==> config.mk <==
export PLATFORM = sky130hd
export DESIGN_NAME = tec_timer_event_counter
export DESIGN_NICKNAME = d
export VERILOG_FILES = /design/src/logic/tec_pkg.sv /design/src/logic/tec_timer_event_counter.sv
export VERILOG_INCLUDE_DIRS = /design/src /design/src/logic
export SDC_FILE = /design/constraint.sdc
export NUM_CORES = 1
export LEC_CHECK = 0
export BUFFER_PORTS_ARGS = -buffer_cell sky130_fd_sc_hd__buf_2
export CAP_MARGIN = 20
export CORE_AREA = 2 2 58 70
export CTS_BUF_LIST = sky130_fd_sc_hd__clkbuf_8
export CTS_CLUSTER_SIZE = 14
export DETAILED_ROUTE_END_ITERATION = 6
export DIE_AREA = 0 0 60 72
export PLACE_DENSITY = 0.93
export REMOVE_ABC_BUFFERS = 1
export SLEW_MARGIN = 5
export SYNTH_ARGS = -nofsm -noshare
export SYNTH_HDL_FRONTEND = slang
export SYNTH_SLANG_ARGS = --single-unit
==> constraint.sdc <==
create_clock -name clk -period 3.9 [get_ports clk]
set_input_delay 0.39 -clock clk [delete_from_list [all_inputs] [get_ports clk]]
set_output_delay 0.39 -clock clk [all_outputs]
set_load 0.01 [all_outputs]
==> src/logic/tec_map.svh <==
// Purpose: register offsets, field positions and reset values of the timer
// Assumes: 8-bit register port, byte-wide registers
// Notes:   definitions only
`ifndef TEC_MAP_SVH
`define TEC_MAP_SVH

// ----------------------------------------------------------------------
// offsets
// ----------------------------------------------------------------------
`define TEC_OFF_COUNT 8'h0D
`define TEC_OFF_CTRL  8'h0E
`define TEC_OFF_INTC  8'h0B

// ----------------------------------------------------------------------
// fields
// ----------------------------------------------------------------------
`define TEC_CTRL_ZERO_BIT 5
`define TEC_INTC_FLAG_BIT 5
`define TEC_INTC_EN_BIT   0
`define TEC_CTRL_RUN_BIT  4

// ----------------------------------------------------------------------
// reset values and constants
// ----------------------------------------------------------------------
`define TEC_CTRL_RST  8'h08
`define TEC_INTC_RST  8'h00
`define TEC_COUNT_RST 8'h00
`define TEC_PSC_RST   7'h00
`define TEC_PSC_ONE   7'h01
`define TEC_PSC_DIV1  3'h0
`define TEC_COUNT_MAX 8'hFF
`define TEC_COUNT_ONE 8'h01
`define TEC_ZERO8     8'h00

`endif

==> src/logic/tec_pkg.sv <==
// Purpose: types shared by the timer/event counter
// Assumes: nothing
// Notes:   field layout of the control register is the struct order
package tec_pkg;

  typedef enum logic [1:0] {
    TEC_MODE_NONE   = 2'h0,
    TEC_MODE_EVENT  = 2'h1,
    TEC_MODE_TIMER  = 2'h2,
    TEC_MODE_PWIDTH = 2'h3
  } tec_mode_t;

  typedef enum logic [2:0] {
    TEC_PW_IDLE  = 3'h1,
    TEC_PW_ARMED = 3'h2,
    TEC_PW_MEAS  = 3'h4
  } tec_pw_state_t;

  typedef struct packed {
    tec_mode_t  mode;
    logic       unused;
    logic       countRun;
    logic       edgeSelect;
    logic [2:0] prescaleSelect;
  } tec_ctrl_t;

  typedef struct packed {
    logic [7:0] addr;
    logic [7:0] wrData;
    logic       wrStb;
    logic       rdStb;
  } tec_bus_t;

endpackage : tec_pkg

==> src/logic/tec_timer_event_counter.sv <==
// Purpose: 8-bit count-up timer / event counter with preload and pulse width mode
// Assumes: pin and bus inputs synchronous to clk; rd and wr strobes never together
// Notes:   read data valid only in the cycle after the read strobe
`timescale 1ns/1ns
`include "tec_map.svh"

// Notes on behaviour
// eight-bit up counter, pin or internal clock
// write sets preload, read returns live count
// control bits 7:6 select the mode
// at FFH overflow reload and set flag
// event mode counts active pin edges
// timer mode counts prescaled internal clock
// pulse mode counts until pin level returns
// one measurement per software run set
// pulse counting starts on an edge only
// pulse mode overflow reloads and flags too
// control bit 4 enables counting
// run bit kept in event and timer modes
// overflow gives a wake-up pulse
// enable bit zero suppresses overflow interrupt
// write while stopped also loads counter
// write while running loads preload only
// count clock blocked during counter read
// bits 2:0 divide clock by power of two
// bit 3 picks rising or falling edge
// control bit 5 reads as zero
// unused mode code holds the counter
module tec_timer_event_counter
  import tec_pkg::*;
(
  input  wire logic       clk,
  input  wire logic       rst,
  input  wire tec_bus_t   busReq,
  output logic      [7:0] rdData,
  input  wire logic       timerInputPin,
  output logic            overflowIrq,
  output logic            wakeUp
);

  // ----------------------------------------------------------------------
  // state
  // ----------------------------------------------------------------------
  logic [7:0]    count;
  logic [7:0]    preload;
  tec_ctrl_t     ctrl;
  logic          overflowFlag;
  logic          overflowIrqEnable;
  logic [6:0]    prescaler;
  logic          pinPrev;
  tec_pw_state_t pwState;

  logic [7:0]    next_count;
  logic [7:0]    next_preload;
  tec_ctrl_t     next_ctrl;
  logic          next_overflowFlag;
  logic          next_overflowIrqEnable;
  logic [6:0]    next_prescaler;
  logic          next_pinPrev;
  tec_pw_state_t next_pwState;
  logic [7:0]    next_rdData;
  logic          next_wakeUp;

  // ----------------------------------------------------------------------
  // decode and count clock
  // ----------------------------------------------------------------------
  logic       wrCount;
  logic       wrCtrl;
  logic       wrIntc;
  logic       rdCount;
  logic [6:0] pscMask;
  logic       fintTick;
  logic       activeEdge;
  logic       returnEdge;
  logic       countTick;
  logic       overflow;
  logic       pwDone;

  assign wrCount = busReq.wrStb && (busReq.addr == `TEC_OFF_COUNT);
  assign wrCtrl  = busReq.wrStb && (busReq.addr == `TEC_OFF_CTRL);
  assign wrIntc  = busReq.wrStb && (busReq.addr == `TEC_OFF_INTC);
  assign rdCount = busReq.rdStb && (busReq.addr == `TEC_OFF_COUNT);

  // one tick every 2^psc cycles from a free-running divider
  // mask bit i is set when the select asks for more than i divider stages
  for (genvar pscBit = 0; pscBit < $bits(pscMask); pscBit++) begin : g_psc_mask
    assign pscMask[pscBit] = (ctrl.prescaleSelect > 3'(pscBit));
  end
  assign fintTick = (prescaler & pscMask) == pscMask;

  // a level already present when enabled starts nothing; only transitions count
  assign activeEdge = ctrl.edgeSelect ? (pinPrev & ~timerInputPin)
                                      : (~pinPrev & timerInputPin);
  assign returnEdge = ctrl.edgeSelect ? (~pinPrev & timerInputPin)
                                      : (pinPrev & ~timerInputPin);

  // reading the count blocks the tick; a lost tick is the price of clean data
  always_comb begin
    countTick = 1'b0;
    case (ctrl.mode)
      TEC_MODE_EVENT:  countTick = activeEdge;
      TEC_MODE_TIMER:  countTick = fintTick;
      TEC_MODE_PWIDTH: countTick = (pwState == TEC_PW_MEAS) && fintTick
                                   && !returnEdge;
      TEC_MODE_NONE:   countTick = 1'b0;
      default:         countTick = 1'b0;
    endcase
    countTick = countTick && ctrl.countRun && !rdCount;
  end

  assign overflow = countTick && (count == `TEC_COUNT_MAX);
  assign pwDone   = (ctrl.mode == TEC_MODE_PWIDTH) && (pwState == TEC_PW_MEAS)
                    && returnEdge;

  // ----------------------------------------------------------------------
  // next values
  // ----------------------------------------------------------------------
  // free-running divider and pin history
  always_comb begin
    next_prescaler = prescaler + `TEC_PSC_ONE;
    next_pinPrev   = timerInputPin;
  end

  // counter and preload
  always_comb begin
    next_count   = count;
    next_preload = preload;
    if (wrCount) begin
      next_preload = busReq.wrData;
      if (!ctrl.countRun) begin
        next_count = busReq.wrData;
      end
    end
    if (overflow) begin
      next_count = preload;
    end else if (countTick) begin
      next_count = count + `TEC_COUNT_ONE;
    end
  end

  // pulse width one-shot sequence
  always_comb begin
    next_pwState = pwState;
    case (pwState)
      TEC_PW_IDLE: begin
        if (ctrl.mode == TEC_MODE_PWIDTH && ctrl.countRun) begin
          next_pwState = TEC_PW_ARMED;
        end
      end
      TEC_PW_ARMED: begin
        if (ctrl.mode != TEC_MODE_PWIDTH || !ctrl.countRun) begin
          next_pwState = TEC_PW_IDLE;
        end else if (activeEdge) begin
          next_pwState = TEC_PW_MEAS;
        end
      end
      TEC_PW_MEAS: begin
        if (ctrl.mode != TEC_MODE_PWIDTH || !ctrl.countRun || returnEdge) begin
          next_pwState = TEC_PW_IDLE;
        end
      end
      default: next_pwState = TEC_PW_IDLE;
    endcase
  end

  // control: hardware clears run only on pulse completion
  always_comb begin
    next_ctrl = ctrl;
    if (pwDone) begin
      next_ctrl.countRun = 1'b0;
    end
    if (wrCtrl) begin
      next_ctrl        = tec_ctrl_t'(busReq.wrData);
      next_ctrl.unused = 1'b0;
    end
  end

  // interrupt control: hardware set beats software clear
  always_comb begin
    next_overflowIrqEnable = overflowIrqEnable;
    next_overflowFlag      = overflowFlag;
    if (wrIntc) begin
      next_overflowIrqEnable = busReq.wrData[`TEC_INTC_EN_BIT];
      next_overflowFlag      = busReq.wrData[`TEC_INTC_FLAG_BIT];
    end
    if (overflow) begin
      next_overflowFlag = 1'b1;
    end
  end

  // read port and wake-up pulse
  always_comb begin
    next_wakeUp = overflow;
    next_rdData = `TEC_ZERO8;
    if (busReq.rdStb) begin
      case (busReq.addr)
        `TEC_OFF_COUNT: next_rdData = count;
        `TEC_OFF_CTRL: begin
          next_rdData                     = ctrl;
          next_rdData[`TEC_CTRL_ZERO_BIT] = 1'b0;
        end
        `TEC_OFF_INTC: begin
          next_rdData                     = `TEC_ZERO8;
          next_rdData[`TEC_INTC_FLAG_BIT] = overflowFlag;
          next_rdData[`TEC_INTC_EN_BIT]   = overflowIrqEnable;
        end
        default: next_rdData = `TEC_ZERO8;
      endcase
    end
  end

  // ----------------------------------------------------------------------
  // registers
  // ----------------------------------------------------------------------
  always_ff @(posedge clk) begin
    if (rst) begin
      prescaler <= `TEC_PSC_RST;
      pinPrev   <= 1'b0;
    end else begin
      prescaler <= next_prescaler;
      pinPrev   <= next_pinPrev;
    end
  end

  always_ff @(posedge clk) begin
    if (rst) begin
      count   <= `TEC_COUNT_RST;
      preload <= `TEC_COUNT_RST;
    end else begin
      count   <= next_count;
      preload <= next_preload;
    end
  end

  always_ff @(posedge clk) begin
    if (rst) begin
      pwState <= TEC_PW_IDLE;
    end else begin
      pwState <= next_pwState;
    end
  end

  always_ff @(posedge clk) begin
    if (rst) begin
      ctrl <= tec_ctrl_t'(`TEC_CTRL_RST);
    end else begin
      ctrl <= next_ctrl;
    end
  end

  always_ff @(posedge clk) begin
    if (rst) begin
      overflowFlag      <= 1'b0;
      overflowIrqEnable <= 1'b0;
    end else begin
      overflowFlag      <= next_overflowFlag;
      overflowIrqEnable <= next_overflowIrqEnable;
    end
  end

  always_ff @(posedge clk) begin
    if (rst) begin
      rdData <= `TEC_ZERO8;
      wakeUp <= 1'b0;
    end else begin
      rdData <= next_rdData;
      wakeUp <= next_wakeUp;
    end
  end

  // software masks service, the flag itself still records the event
  assign overflowIrq = overflowFlag && overflowIrqEnable;
endmodule : tec_timer_event_counter

==> impl_metrics.json <==
{
  "dp_slack_ns": 1.40,
  "num_vias": 2087,
  "status": "finished, final reports clean",
  "hpwl_um": 3690,
  "finalHoldViolations": 0,
  "synth_seq_cells": 45,
  "cts_sinks": 45,
  "drt_wl_total_um": 5170,
  "skew_ns": 0.00872,
  "syn_area_um2": 2250,
  "place_congestion": 0.924,
  "worst-path-max-fanout": 18,
  "track_usage_pct": 26.4,
  "drtIter0Drc": 163,
  "maxCapViolCount": 0,
  "cts_tree": "done",
  "synth_flop_cell": "dfxtp_1",
  "timing.critical_path.slowest_cell_delay_ns": 0.67,
  "final_cell_mix": "dfxtp_1 (45), buf_2 (30), nor2_1 (25)",
  "clockRootBuffer": "clkbuf_8",
  "ys_seq_area_share_pct": 40.1,
  "required_ns": 4.11,
  "rsz0062_at_grt": "no",
  "leakage_nw": 0.943,
  "fin_tns_setup_ns": 0,
  "seqPwrFrac_pct": 56.8,
  "drive_gt1_share_pct": 16.9,
  "core_um2": 3630,
  "fin_nets": 306,
  "setup_viol": 0,
  "cts_hold_buf": 0,
  "grt_max_degree": 31,
  "grt_pass1_vias": 1916,
  "die_h_um": 72,
  "synth_cells": 258,
  "via_per_inst": 6.21,
  "syn_area_per_cell_um2": 8.71,
  "numPortBuffers": 30,
  "holdCritStartpoint": "timerInputPin",
  "die_w_um": 60,
  "p_sw_w": 0.000184,
  "cts_buffers": 5,
  "start_util_pct": 61.8,
  "post_cts_buffers": 0,
  "tightest_slew_ns": 0.721,
  "antennaDiodeCount": 0,
  "grt_pass1_wl_um": 8650,
  "ys_async_sr_fraction_pct": 0,
  "synth_edf_count": 0,
  "cts_resized": 0,
  "fin_crit_sh_pct": 57.0,
  "synth.yosys.warnings": 0,
  "p_int_w": 0.000639,
  "place_inst": 328,
  "cp.arrival_ns": 2.43,
  "powerDensity_nw_per_um2": 328,
  "fin_ws_ns": 1.68,
  "insertion_delay_ns": 0.30,
  "layout.cells.non_filler": 336,
  "io_pins": 31,
  "ys_types": 53,
  "antenna_found_initial": 0,
  "postRouteAntennaNets": 0,
  "swShare_pct": 22.4,
  "dieArea_um2": 4320,
  "hp-class": "in -> reg",
  "worst_path_max_delay_cell": "and2_1",
  "layout_min_cycle_time_ns": 2.22,
  "clkTransAtPathRegs_ns": 0.08,
  "share_comb_of_total_power_pct": 5.0,
  "dr.pass1.iters": 7,
  "timing.rr.start": "count[0]",
  "crit_start": "busReq[15]",
  "grt_overflow_total": 0,
  "fmax_mhz": 450,
  "clock_path_buffers": 2,
  "htree_levels": 2,
  "r2r_setup_slack_ns": 1.79,
  "crit_buf_inv": 1,
  "synthToLayoutAreaGrowth_pct": 11.6,
  "wl_per_cell_um": 15.4,
  "num_rows": 24,
  "irDropWorstVdd_v": 0.000201,
  "path_cells": "buf_2 > nor4b_1 > and2_1 > nand2_1 > mux2i_1 > a211oi_1",
  "cp-start-kind": "input pin",
  "cpLargestDelayFamily": "simple AND/OR/NAND/NOR gates",
  "final_common_cell": "dfxtp_1",
  "power.share.clock_pct": 38.2,
  "endpoint_kind": "flip-flop",
  "slew_headroom_pct": 51.9,
  "crit_type": "in -> reg",
  "drc": 0,
  "slew_violations": 0
}
synth_stat cells (all sizes together), types with 3 or more instances:
| cell | instances | area [um2] |
|---|---|---|
| o21a | 3 | 22.5 |
| a31oi | 4 | 25.0 |
| a21oi | 19 | 95.1 |
| nand3 | 21 | 105 |
| nand4 | 5 | 31.3 |
| clkbuf | 7 | 26.3 |
| and3 | 4 | 25.0 |
| xor2 | 4 | 35.0 |
| xnor2 | 4 | 35.0 |
| dfxtp | 45 | 901 |
| nor2 | 25 | 93.8 |
| mux2i | 7 | 70.1 |
| a22oi | 8 | 60.1 |
| a31o | 3 | 26.3 |
| buf | 6 | 37.5 |
| o211a | 5 | 50.1 |
| a211oi | 4 | 30.0 |
| nand2 | 23 | 86.3 |
| o21ai | 4 | 20.0 |
| inv | 8 | 30.0 |
| and2 | 5 | 31.3 |
| a311oi | 4 | 35.0 |
| nor2b | 6 | 37.5 |
state kept, by name (all words and copies together) (netlist names):
register and count:
count 8, ctrl 7, overflowFlag 1, overflowIrqEnable 1
pinPrev 1, preload 8, prescaler 7, pwState 3
rdData 8, wakeUp 1
power groups by stage:
stage | registers [W] | logic (W) | clock network (W)
after floorplan | 0.000477 | 0.0000147 | 0
after global placement | 0.000478 | 0.0000397 | 0
after detailed placement | 0.000478 | 0.0000404 | 0
after CTS | 0.000467 | 0.0000405 | 0.000319
after global routing | 0.000468 | 0.0000449 | 0.000333
final | 0.000467 | 0.0000409 | 0.000314
metal layers:
layer,GRT usage [%],wire (um)
met3,5.35,371
met2,44.2,2630
met1,32.2,2070
met4,11.4,100
met5,0,0
worst paths after layout:
kind	cells after the start	to
setup / recovery	6	count[0]
hold / removal	2	pinPrev
setup reg to reg	6	count[6]
hold reg to reg	2	preload[7]
cells by family after synthesis:
logic type      count (synthesis)  synth area share, %
simple gates                  104                 24.3
compound gates                 71                 24.1
flops                          45                 40.1
buf+inv                        21                 4.18
xor+xnor                        8                 3.12
mux                             7                 3.12
fa+ha+maj                       2                 1.11
per-stage QoR:
step	utilization [%]	cell area [um2]	total power, W	hold WS (ns)
global route	69.0	2510	0.000846	0.367
CTS	69.0	2510	0.000827	0.349
global placement	66.2	2400	0.000518	0.443
finish	69.0	2510	0.000823	0.355
detailed placement	66.2	2400	0.000519	0.453
floorplan	-	2180	0.000492	0.430
area by class of cell:
class	count	area (um2)
multi-input cells	192	1250
fillers	280	1130
flip-flops and latches	45	901
repair buffers	31	158
clock buffers	7	96.3
well taps	52	65.1
inverters	8	30.0
clock inverters	1	5.00
No activity file was read; power rests on OpenSTA's default activity.
